## config.mk

```make
export PLATFORM = sky130hd
export DESIGN_NAME = uwsc_regs
export DESIGN_NICKNAME = d
export VERILOG_FILES = /design/src/hdl/uwsc_pkg.sv /design/src/hdl/uwsc_window_decode.sv /design/src/hdl/uwsc_regs.sv
export SDC_FILE = /design/constraint.sdc
export NUM_CORES = 1
export LEC_CHECK = 0
export BUFFER_PORTS_ARGS = -buffer_cell sky130_fd_sc_hd__buf_2
export CAP_MARGIN = 20
export CORE_AREA = 4 4 98 124
export CTS_CLUSTER_DIAMETER = 30
export CTS_CLUSTER_SIZE = 25
export DETAILED_ROUTE_END_ITERATION = 16
export DIE_AREA = 0 0 102 128
export PLACE_DENSITY = 0.92
export SYNTH_ARGS = -nofsm -noshare
export SYNTH_HDL_FRONTEND = slang
export SYNTH_HIERARCHICAL = 1
export SYNTH_SLANG_ARGS = --single-unit
export TNS_END_PERCENT = 20
```

## constraint.sdc

```tcl
create_clock -name pclk -period 2.9 [get_ports pclk]
set_clock_uncertainty 0.15 [all_clocks]
set_input_delay 0.58 -clock pclk [delete_from_list [all_inputs] [get_ports pclk]]
set_output_delay 0.58 -clock pclk [all_outputs]
set_load 0.01 [all_outputs]
```

## src/hdl/uwsc_pkg.sv

```systemverilog
// package of offsets, field layouts, reset values and carriers for the window and serdes control registers
package uwsc_pkg;

    // register byte offsets
    localparam logic [7:0] UPPER_SETUP_OFFSET = 8'h38;
    localparam logic [7:0] UPPER_BASE_OFFSET = 8'h64;
    localparam logic [7:0] PHY_CTRL_OFFSET = 8'h68;

    // setup register layout
    localparam int SETUP_ENABLE_BIT = 31;
    localparam logic [31:0] UPPER_SETUP_RESET = 32'h0000_0000;

    // upper base reset
    localparam logic [31:0] UPPER_BASE_RESET = 32'h0000_0000;

    // control register field positions
    localparam int DRV_CUR_LSB = 0;
    localparam int DRV_CUR_MSB = 1;
    localparam int CUR_SCALE_LSB = 2;
    localparam int CUR_SCALE_MSB = 5;
    localparam int DEEMPH_LSB = 8;
    localparam int DEEMPH_MSB = 11;
    localparam int TX_TERM_LSB = 12;
    localparam int TX_TERM_MSB = 13;
    localparam int RX_TERM_LSB = 14;
    localparam int RX_TERM_MSB = 15;
    localparam int ADDR64_EN_BIT = 21;

    // control register field reset values
    localparam logic [1:0] DRV_CUR_RESET = 2'h0;
    localparam logic [3:0] CUR_SCALE_RESET = 4'h0;
    localparam logic [3:0] DEEMPH_RESET = 4'h8;
    localparam logic [1:0] TX_TERM_RESET = 2'h0;
    localparam logic [1:0] RX_TERM_RESET = 2'h0;
    localparam logic ADDR64_EN_RESET = 1'b0;

    // driver current code that must never be stored
    localparam logic [1:0] DRV_CUR_RESERVED = 2'h3;

    // transmitter and receiver control fields as driven to the link electricals
    typedef struct packed {
        logic [1:0] drv_cur;
        logic [3:0] cur_scale;
        logic [3:0] deemph;
        logic [1:0] tx_term;
        logic [1:0] rx_term;
        logic addr64_en;
    } uwsc_phy_ctrl_type;

    // transaction seen on the secondary parallel bus
    typedef struct packed {
        logic valid;
        logic is64;
        logic [63:0] addr;
        logic ds3_hit;
        logic lower_hit;
    } uwsc_txn_type;

    // decode result for the secondary bus transaction
    typedef struct packed {
        logic valid;
        logic fwd_up;
        logic win_hit;
        logic xlate;
    } uwsc_dec_type;

endpackage

```

## src/hdl/uwsc_window_decode.sv

```systemverilog
// registered decode of secondary bus transactions against the upper window
`timescale 1ns/1ps
module uwsc_window_decode (
    input wire logic pclk,
    input wire logic presetn,
    input wire uwsc_pkg::uwsc_txn_type txn,
    input wire logic [31:0] upper_base,
    input wire logic [31:0] upper_mask,
    input wire logic win_en,
    input wire logic addr64_en,
    output uwsc_pkg::uwsc_dec_type dec
);

    ////////////////////////////////////////////////////////////////////////
    // combinational match

    logic upper_match;
    logic hit64;

    // only bits that the setup register makes part of the window are compared
    assign upper_match = ((txn.addr[63:32] & upper_mask) == (upper_base & upper_mask));
    // a disabled window or 32-bit mode takes the upper half out of decode
    assign hit64 = win_en && addr64_en && txn.is64 && txn.lower_hit && upper_match;

    ////////////////////////////////////////////////////////////////////////
    // registered result

    // one cycle after the transaction is offered the result stands for one cycle
    always_ff @(posedge pclk or negedge presetn) begin
        if (!presetn) begin
            dec <= '0;
        end else begin
            dec.valid <= txn.valid;
            dec.win_hit <= txn.valid && hit64;
            dec.xlate <= txn.valid && hit64;
            dec.fwd_up <= txn.valid && txn.is64 && !txn.ds3_hit;
        end
    end

endmodule // uwsc_window_decode

```

## src/hdl/uwsc_regs.sv

```systemverilog
// apb register bank holding the upper window base, its setup and the serdes control fields
//
// Our own choice: the APB slave port.
`timescale 1ns/1ps
module uwsc_regs (
    input wire logic pclk,
    input wire logic presetn,
    input wire logic psel,
    input wire logic penable,
    input wire logic pwrite,
    input wire logic [7:0] paddr,
    input wire logic [31:0] pwdata,
    input wire logic [3:0] pstrb,
    output logic [31:0] prdata,
    output logic pready,
    output logic pslverr,
    input wire logic setup_load,
    input wire logic [31:0] setup_load_data,
    input wire uwsc_pkg::uwsc_txn_type txn,
    output uwsc_pkg::uwsc_phy_ctrl_type phy_ctrl,
    output uwsc_pkg::uwsc_dec_type dec,
    output logic window_enabled
);

    ////////////////////////////////////////////////////////////////////////
    // storage

    logic [31:0] upper_setup_reg;
    logic [31:0] upper_base_reg;
    logic [31:0] upper_base_next;
    logic [31:0] upper_mask;
    logic [31:0] lane_mask;
    logic [31:0] ctrl_word;
    logic [31:0] ctrl_next_word;
    logic [31:0] read_word;
    logic win_en;
    logic addr_hit;

    ////////////////////////////////////////////////////////////////////////
    // bus handshake

    logic access;
    logic commit;
    logic wr_commit;

    // access phase seen; answer comes one edge later so prdata is registered
    assign access = psel && penable;
    // the edge at which the master samples pready high
    assign commit = access && pready;
    assign wr_commit = commit && pwrite;

    // pready rises one edge into the access phase and falls after the commit
    always_ff @(posedge pclk or negedge presetn) begin
        if (!presetn) begin
            pready <= 1'b0;
        end else begin
            pready <= access && !pready;
        end
    end

    ////////////////////////////////////////////////////////////////////////
    // address decode

    // only the three mapped words answer without error
    always_comb begin
        addr_hit = 1'b0;
        unique case (paddr)
            uwsc_pkg::UPPER_SETUP_OFFSET: addr_hit = 1'b1;
            uwsc_pkg::UPPER_BASE_OFFSET: addr_hit = 1'b1;
            uwsc_pkg::PHY_CTRL_OFFSET: addr_hit = 1'b1;
            default: addr_hit = 1'b0;
        endcase
    end

    // error flag launched with pready so both stand for the same cycle
    always_ff @(posedge pclk or negedge presetn) begin
        if (!presetn) begin
            pslverr <= 1'b0;
        end else begin
            pslverr <= access && !pready && !addr_hit;
        end
    end

    ////////////////////////////////////////////////////////////////////////
    // byte lanes

    // each strobe bit opens its byte of the write data
    genvar lane;
    generate
        for (lane = 0; lane < 4; lane++) begin : g_lane
            assign lane_mask[lane*8 +: 8] = {8{pstrb[lane]}};
        end
    endgenerate

    ////////////////////////////////////////////////////////////////////////
    // upper window setup

    // a local loader wins over a bus write landing in the same cycle
    always_ff @(posedge pclk or negedge presetn) begin
        if (!presetn) begin
            upper_setup_reg <= uwsc_pkg::UPPER_SETUP_RESET;
        end else if (setup_load) begin
            upper_setup_reg <= setup_load_data;
        end else if (wr_commit && paddr == uwsc_pkg::UPPER_SETUP_OFFSET) begin
            upper_setup_reg <= (pwdata & lane_mask) | (upper_setup_reg & ~lane_mask);
        end
    end

    // the enable bit switches the whole upper base off
    assign win_en = upper_setup_reg[uwsc_pkg::SETUP_ENABLE_BIT];
    // remaining setup bits name the upper base bits that belong to the window
    assign upper_mask = win_en ? {1'b1, upper_setup_reg[30:0]} : 32'h0000_0000;

    ////////////////////////////////////////////////////////////////////////
    // upper window base

    // only bits opened by both the setup mask and a byte strobe take the write
    assign upper_base_next = (pwdata & upper_mask & lane_mask) | (upper_base_reg & ~(upper_mask & lane_mask));

    always_ff @(posedge pclk or negedge presetn) begin
        if (!presetn) begin
            upper_base_reg <= uwsc_pkg::UPPER_BASE_RESET;
        end else if (wr_commit && paddr == uwsc_pkg::UPPER_BASE_OFFSET) begin
            upper_base_reg <= upper_base_next;
        end
    end

    ////////////////////////////////////////////////////////////////////////
    // transmitter and receiver control

    // present the stored fields as one word for byte-lane merging
    always_comb begin
        ctrl_word = 32'h0000_0000;
        ctrl_word[uwsc_pkg::DRV_CUR_MSB:uwsc_pkg::DRV_CUR_LSB] = phy_ctrl.drv_cur;
        ctrl_word[uwsc_pkg::CUR_SCALE_MSB:uwsc_pkg::CUR_SCALE_LSB] = phy_ctrl.cur_scale;
        ctrl_word[uwsc_pkg::DEEMPH_MSB:uwsc_pkg::DEEMPH_LSB] = phy_ctrl.deemph;
        ctrl_word[uwsc_pkg::TX_TERM_MSB:uwsc_pkg::TX_TERM_LSB] = phy_ctrl.tx_term;
        ctrl_word[uwsc_pkg::RX_TERM_MSB:uwsc_pkg::RX_TERM_LSB] = phy_ctrl.rx_term;
        ctrl_word[uwsc_pkg::ADDR64_EN_BIT] = phy_ctrl.addr64_en;
    end

    assign ctrl_next_word = (pwdata & lane_mask) | (ctrl_word & ~lane_mask);

    // fields drive the link electricals straight from these flops
    always_ff @(posedge pclk or negedge presetn) begin
        if (!presetn) begin
            phy_ctrl.drv_cur <= uwsc_pkg::DRV_CUR_RESET;
            phy_ctrl.cur_scale <= uwsc_pkg::CUR_SCALE_RESET;
            phy_ctrl.deemph <= uwsc_pkg::DEEMPH_RESET;
            phy_ctrl.tx_term <= uwsc_pkg::TX_TERM_RESET;
            phy_ctrl.rx_term <= uwsc_pkg::RX_TERM_RESET;
            phy_ctrl.addr64_en <= uwsc_pkg::ADDR64_EN_RESET;
        end else if (wr_commit && paddr == uwsc_pkg::PHY_CTRL_OFFSET) begin
            // the reserved current code is refused; the old code stays
            if (ctrl_next_word[uwsc_pkg::DRV_CUR_MSB:uwsc_pkg::DRV_CUR_LSB] != uwsc_pkg::DRV_CUR_RESERVED) begin
                phy_ctrl.drv_cur <= ctrl_next_word[uwsc_pkg::DRV_CUR_MSB:uwsc_pkg::DRV_CUR_LSB];
            end
            phy_ctrl.cur_scale <= ctrl_next_word[uwsc_pkg::CUR_SCALE_MSB:uwsc_pkg::CUR_SCALE_LSB];
            phy_ctrl.deemph <= ctrl_next_word[uwsc_pkg::DEEMPH_MSB:uwsc_pkg::DEEMPH_LSB];
            phy_ctrl.tx_term <= ctrl_next_word[uwsc_pkg::TX_TERM_MSB:uwsc_pkg::TX_TERM_LSB];
            phy_ctrl.rx_term <= ctrl_next_word[uwsc_pkg::RX_TERM_MSB:uwsc_pkg::RX_TERM_LSB];
            phy_ctrl.addr64_en <= ctrl_next_word[uwsc_pkg::ADDR64_EN_BIT];
        end
    end

    ////////////////////////////////////////////////////////////////////////
    // read data

    // upper base reads back only its window bits; unmapped words read zero
    always_comb begin
        read_word = 32'h0000_0000;
        unique case (paddr)
            uwsc_pkg::UPPER_SETUP_OFFSET: read_word = upper_setup_reg;
            uwsc_pkg::UPPER_BASE_OFFSET: read_word = upper_base_reg & upper_mask;
            uwsc_pkg::PHY_CTRL_OFFSET: read_word = ctrl_word;
            default: read_word = 32'h0000_0000;
        endcase
    end

    // read data is captured as pready rises and cleared otherwise
    always_ff @(posedge pclk or negedge presetn) begin
        if (!presetn) begin
            prdata <= 32'h0000_0000;
        end else if (access && !pready && !pwrite) begin
            prdata <= read_word;
        end else begin
            prdata <= 32'h0000_0000;
        end
    end

    ////////////////////////////////////////////////////////////////////////
    // window status

    // software and the core see whether the upper base is active
    always_ff @(posedge pclk or negedge presetn) begin
        if (!presetn) begin
            window_enabled <= 1'b0;
        end else begin
            window_enabled <= win_en;
        end
    end

    ////////////////////////////////////////////////////////////////////////
    // secondary bus decode

    uwsc_window_decode u_decode (
        .pclk(pclk),
        .presetn(presetn),
        .txn(txn),
        .upper_base(upper_base_reg),
        .upper_mask(upper_mask),
        .win_en(win_en),
        .addr64_en(phy_ctrl.addr64_en),
        .dec(dec)
    );

endmodule // uwsc_regs

```

======== After elaboration in Yosys (flattened, before gate mapping) ========
Cells that the tools add are included.
word-level totals
  bits in registers ....................... 117
  bits in latches ......................... 0
  RAM bits ................................ 0
  ROM bits ................................ 0
  bits of input ports ..................... 150
  output and inout bits ................... 54
  word-level logic and storage cells ...... 63
  memories ................................ 0
operators by class
  add/sub/neg operators ................... 0
  $mul .................................... 0
  div/mod/pow operators ................... 0
  $lt $le $gt $ge ......................... 0
  equal/unequal tests ..................... 5
  shift-type cells ........................ 0
  muxes and demuxes ....................... 6
  bitwise logic cells ..................... 14
  reductions and logical operators ........ 23
operators with widths
  operator                                                                count
  32-bit bitwise AND                                                      8
  32-bit 2-to-1 mux                                                       4
  32-bit case mux with 3 select lines                                     1
  32-bit NOT                                                              2
  32-bit bitwise OR                                                       2
  32-bit equality test                                                    1
  22-bit bitwise AND                                                      1
  22-bit bitwise OR                                                       1
  8-bit by 7-bit equality test with 1-bit output (second input constant)  2
  1-bit logical AND                                                       16
  8-bit by 6-bit equality test with 1-bit output (second input constant)  1
  1-bit zero test                                                         4
  3-bit OR reduction                                                      1
  2-bit inequality test (second input constant)                           1
  2-bit AND reduction                                                     1
  2-bit nonzero test                                                      1
  1-bit 2-to-1 mux                                                        1

======== Depth between registers and ports, before layout ========
  depth after elaboration ................. 6
  mapped depth ............................ 8
  mapped depth without buffers ............ 6

======== Hierarchy ========
The synthesis kept the hierarchy.
modules (own cells, without submodules)
  module              times used  cells an instance  area each (um^2)  sequential area each (um^2)
  uwsc_regs           1           492                5280.1            2854.0
  uwsc_window_decode  1           59                 544.3             75.1

======== Least setup slack after synthesis ========
No wires, ideal clock.
  path type ............................... in2reg
  start ................................... in paddr[6]
  end ..................................... reg prdata[26]
  setup time .............................. 0.080 ns
  arrival ................................. 1.883 ns
  data required time ...................... 2.670 ns
  setup slack ............................. 0.787 ns
  stages .................................. 6
  path buffers ............................ 2
  cell sequence ........................... and4bb_2 buf_2 o21ai_1 a2111o_1 buf_2 nor3b_2
between the ends
  longest elaborated chain between the ends .. 3
  elaborated cells on any way between the ends .. 5
  those cells by class .................... eq/ne (3); mux (2)
RTL lines
  element                                                                                                           RTL line          source
  start: declaration                                                                                                uwsc_regs.sv:11   input wire logic [7:0] paddr,
  8-bit by 7-bit equality test with 1-bit output or 8-bit by 6-bit equality test with 1-bit output (tied branches)  uwsc_regs.sv:172  unique case (paddr)
  32-bit case mux with 3 select lines *                                                                             uwsc_regs.sv:172
  32-bit 2-to-1 mux *                                                                                               uwsc_regs.sv:184  end else if (access && !pready && !pwrite) begin
  end signal: assignment                                                                                            uwsc_regs.sv:185  prdata <= read_word;
  end: declaration                                                                                                  uwsc_regs.sv:14   output logic [31:0] prdata,
Mark *: on every way between the ends. The rest lies on a longest branch, timed or not.
A chain may end at the register's enable or synchronous reset.

======== Final worst setup path ========
  start ................................... in paddr[3]
  end ..................................... reg upper_base_reg[12]
between the ends
  longest elaborated chain between the ends .. 2
RTL lines
  element                                         RTL line          source
  8-bit by 7-bit equality test with 1-bit output  uwsc_regs.sv:123  end else if (wr_commit && paddr == uwsc_pkg::UPPER_BASE_OFFSET) begin
  1-bit logical AND                               uwsc_regs.sv:123
  end signal: assignment                          uwsc_regs.sv:122  upper_base_reg <= uwsc_pkg::UPPER_BASE_RESET;
  end signal: assignment                          uwsc_regs.sv:124  upper_base_reg <= upper_base_next;
  end: declaration                                uwsc_regs.sv:29   logic [31:0] upper_base_reg;
Every way passes these cells.

==> results by group <==
Outcome
  • Outcome: finished clean

Yosys
  • Share of the synthesized area in compound gates (AO/OA/AOI/OAI): 15.9%
  • Ranking of synthesized cells by instance count: dfrtp_1, nand2_1, mux2_2
  • Count of different cell masters after synthesis: 38
  • Post-Syn Nets: 701
  • Yosys Warn Count: 6
  • Dominant combinational cell family by area after synthesis: simple AND/OR/NAND/NOR gates
  • Adder-cell area share of the yosys netlist: 0%
  • Mean instance size in the synthesized netlist: 10.6 sq um
  • FF+latch count, synth: 117
  • Share of synthesized area spent on multiplexers: 8.87%
  • Post-synthesis instance total: 551
  • Most common cell in the netlist: dfrtp_1
  • Area fraction of the dominant cell type after synthesis: 49.8%
  • Synth top area cells: dfrtp_1, mux2_2, a22oi_1
  • Simple-Gate Fraction of Synth Area: 16.6%
  • Sequential share of the synthesized area: 50.3%
  • EDFF count, synth: 0
  • Parity-gate share of the synthesized area counting xor and xnor cells: 4.81%
  • Post-synthesis cell type with the largest combined area: dfrtp_1
  • Post-synth design cell area: 5820 sq um
  • Share of synthesized flip-flops with an asynchronous set or reset: 100%
  • Post-synth top flop: dfrtp_1

Power
  • Internal cell power: 3.11 mW
  • Gate power share: 9.0%
  • Total power per unit cell area: 555 nW/um^2
  • Share of power burned in the clock network: 49.0%
  • Max VDD drop: 0.000312 V
  • Fraction of power spent switching nets: 24.6%
  • Leakage power of the design: 3.73 nW
  • Post-route total power: 4.12 mW
  • Share of power burned in registers: 42.0%
  • Switching Power: 1.01 mW

Detailed routing
  • DR iter-0 viols: 321
  • Number of vias per cell: 6.03
  • Routed wire length: 17700 microns
  • Per-cell routed wire length: 20.4 microns
  • Number of DRC violations after detailed routing: 0
  • Iteration count of the initial detailed-routing pass: 5
  • Remaining number of nets flagged by the antenna check after routing: 0
  • Number of vias after detailed routing: 5244

STA
  • Total Negative Setup Slacks: 0 ns
  • Max Freq: 417 MHz
  • Clock period minus worst slack: 2.40 ns
  • Setup repair after global routing missed its margin: no
  • Final setup violating endpoints: 0
  • Final period util: 82.7%
  • Number of slew-limit violations in the final report: 0
  • Final Hold Fails: 0
  • Worst-Margin Slew: 0.789 ns
  • Worst slew margin relative to its limit: 47.4%

Critical path
  • Critical path launch point type: primary input
  • Arrival time of data at the critical path endpoint: 2.54 ns
  • Path type of the worst setup path: primary input to flip-flop
  • Required time of the critical path: 3.04 ns
  • Critical Path Sink Type: flip-flop
  • Highest fanout seen on the critical path: 8

Final layout
  • Filler cells: 812
  • Ant. Diodes: 0
  • Ratio of cells with drive above 1 in the final layout: 38.6%
  • Final cell area excluding filler cells: 7420 sq um
  • Synthesis-to-layout area growth: 27.4%
  • Nets@finish: 872

Clock network
  • Clock-pin slew reported for the worst setup and hold paths after clock tree synthesis: 0.06 ns
  • Clock root buffer: clkbuf_16
  • Htree depth: 4
  • Number of buffers between clock root and the deepest sink: 2
  • Post-CTS setup-driven buffer insertion count: 0
  • Clock Latency Late Sink: 0.41 ns
  • Total clock buffers created by CTS: 17
  • Number of buffers added to fix hold violations after cts: 0
  • Number of sinks handled by clock tree synthesis: 117
  • CTS-repair resized insts: 0
  • Clock tree from TritonCTS: done

Die
  • Top-level port count: 204
  • Core Area: 11000 sq um
  • Die Ht: 128 microns
  • Chip width: 102 microns
  • Initial Util: 53.1%
  • Die outline area: 13100 sq um
  • Site Rows: 43

Global routing
  • GRT Residual Overflow: 0
  • Vias in the first global route: 5335
  • Pin count of the biggest net entering global routing: 61
  • First-pass GRT wire length: 27300 microns
  • Number of antenna violations at the first check in global routing: 0
  • Tot GR Track Use: 27.5%

Placement
  • Number of buffer cells added on primary ports: 171
  • DP Wirelength: 12800 microns
  • Standard cell area after detailed placement: 6810 sq um
  • Final RePlAce weighted congestion: 0.868

Worst hold path
  • Classification of the worst-slack hold path: primary input to async pin

Flow run
  • Max-capacitance violation count: 0
## stage by stage
stage	utilization [%]	worst slack, ns	std cells	hold slack [ns]
after CTS	67.4	0.482	867	0.119
after global routing	67.6	0.447	870	0.127
after floorplan	-	0.787	551	0.134
final	67.6	0.501	870	0.0940
after global placement	62.1	0.243	835	0.312
after detailed placement	62.1	0.127	835	0.334
## critical path, cell delays in order
cell and delay (ns):
buf_2 0.12, nor4b_4 0.48, buf_4 0.24, nand4_1 0.44
nor2_1 0.30, mux2_2 0.37
## final timing paths
| kind | startpoint | end | slack (ns) | cells past startpoint |
|---|---|---|---|---|
| worst min register to register | pready$_DFF_PN0_ | pready$_DFF_PN0_ | 0.34 | 1 |
| min in group pclk | txn[67] | u_decode/dec[3]$_DFF_PN0_ | 0.15 | 1 |
| worst max-delay path | paddr[3] | upper_base_reg[12]$_DFFE_PN0P_ | 0.50 | 6 |
| worst max register to register | pready$_DFF_PN0_ | upper_base_reg[12]$_DFFE_PN0P_ | 0.51 | 4 |
| max in group asynchronous | presetn | upper_base_reg[6]$_DFFE_PN0P_ | 1.77 | 2 |
| worst min-delay path | presetn | prdata[14]$_DFF_PN0_ | 0.09 | 1 |
## cell type report
class                   instances  area, sq um  area share, %
inverters                      14         52.6          0.708
clock buffers                  22          484           6.53
flip-flops and latches        117         2930           39.5
clock inverters                10         97.6           1.32
well taps                     135          169           2.28
repair buffers                188          998           13.5
multi-input cells             384         2690           36.2
## power by group through the flow
stage	combinational [mW]	clock [mW]	sequential (mW)
3_5_place_dp	0.359	0	1.76
4_1_cts	0.363	2.04	1.73
5_1_grt	0.405	2.12	1.74
2_1_floorplan	0.164	0	1.74
3_3_place_gp	0.348	0	1.75
6_report	0.369	2.02	1.73
## cell families (layout without fill, tap and decap cells)
family | Yosys count | in the layout
buffers and inverters | 50 | 234
AOI/OAI and AO/OA | 134 | 134
DFF | 117 | 117
and+or+nand+nor | 172 | 172
muxes | 46 | 46
xor gates and xnor gates | 32 | 32
## layer usage
| metal | wire length (microns) | vias up | GRT usage [%] |
|---|---|---|---|
| met3 | 1530 | 69 | 6.64 |
| met2 | 8810 | 306 | 45.1 |
| li1 | - | 2327 | - |
| met4 | 852 | 0 | 14.4 |
| met5 | 0 | - | 0 |
| met1 | 6510 | 2542 | 33.1 |
## cell usage in the layout, fill, tap and decap left out, types with 3 or more instances in the layout
| cell | synthesis | routed |
|---|---|---|
| and3_1 | 3 | 3 |
| nor2b_1 | 4 | 4 |
| a22oi_1 | 42 | 42 |
| nand3_1 | 15 | 15 |
| clkinvlp_4 | 0 | 3 |
| a41oi_1 | 4 | 4 |
| inv_1 | 14 | 14 |
| a21oi_1 | 25 | 25 |
| o21ai_0 | 32 | 32 |
| mux2_2 | 43 | 43 |
| nor2_1 | 33 | 33 |
| dfrtp_1 | 116 | 116 |
| buf_4 | 2 | 16 |
| a221oi_1 | 4 | 4 |
| clkbuf_8 | 0 | 4 |
| buf_2 | 9 | 170 |
| nor3b_2 | 15 | 15 |
| a22o_1 | 9 | 9 |
| nand2_1 | 66 | 66 |
| and2_1 | 18 | 18 |
| xor2_1 | 32 | 32 |
| and4_1 | 3 | 3 |
| nand4_1 | 6 | 6 |
| a32o_1 | 11 | 11 |
| clkbuf_16 | 0 | 17 |
| clkinv_4 | 0 | 3 |
Note: power is estimated with default switching activity, not from simulation.
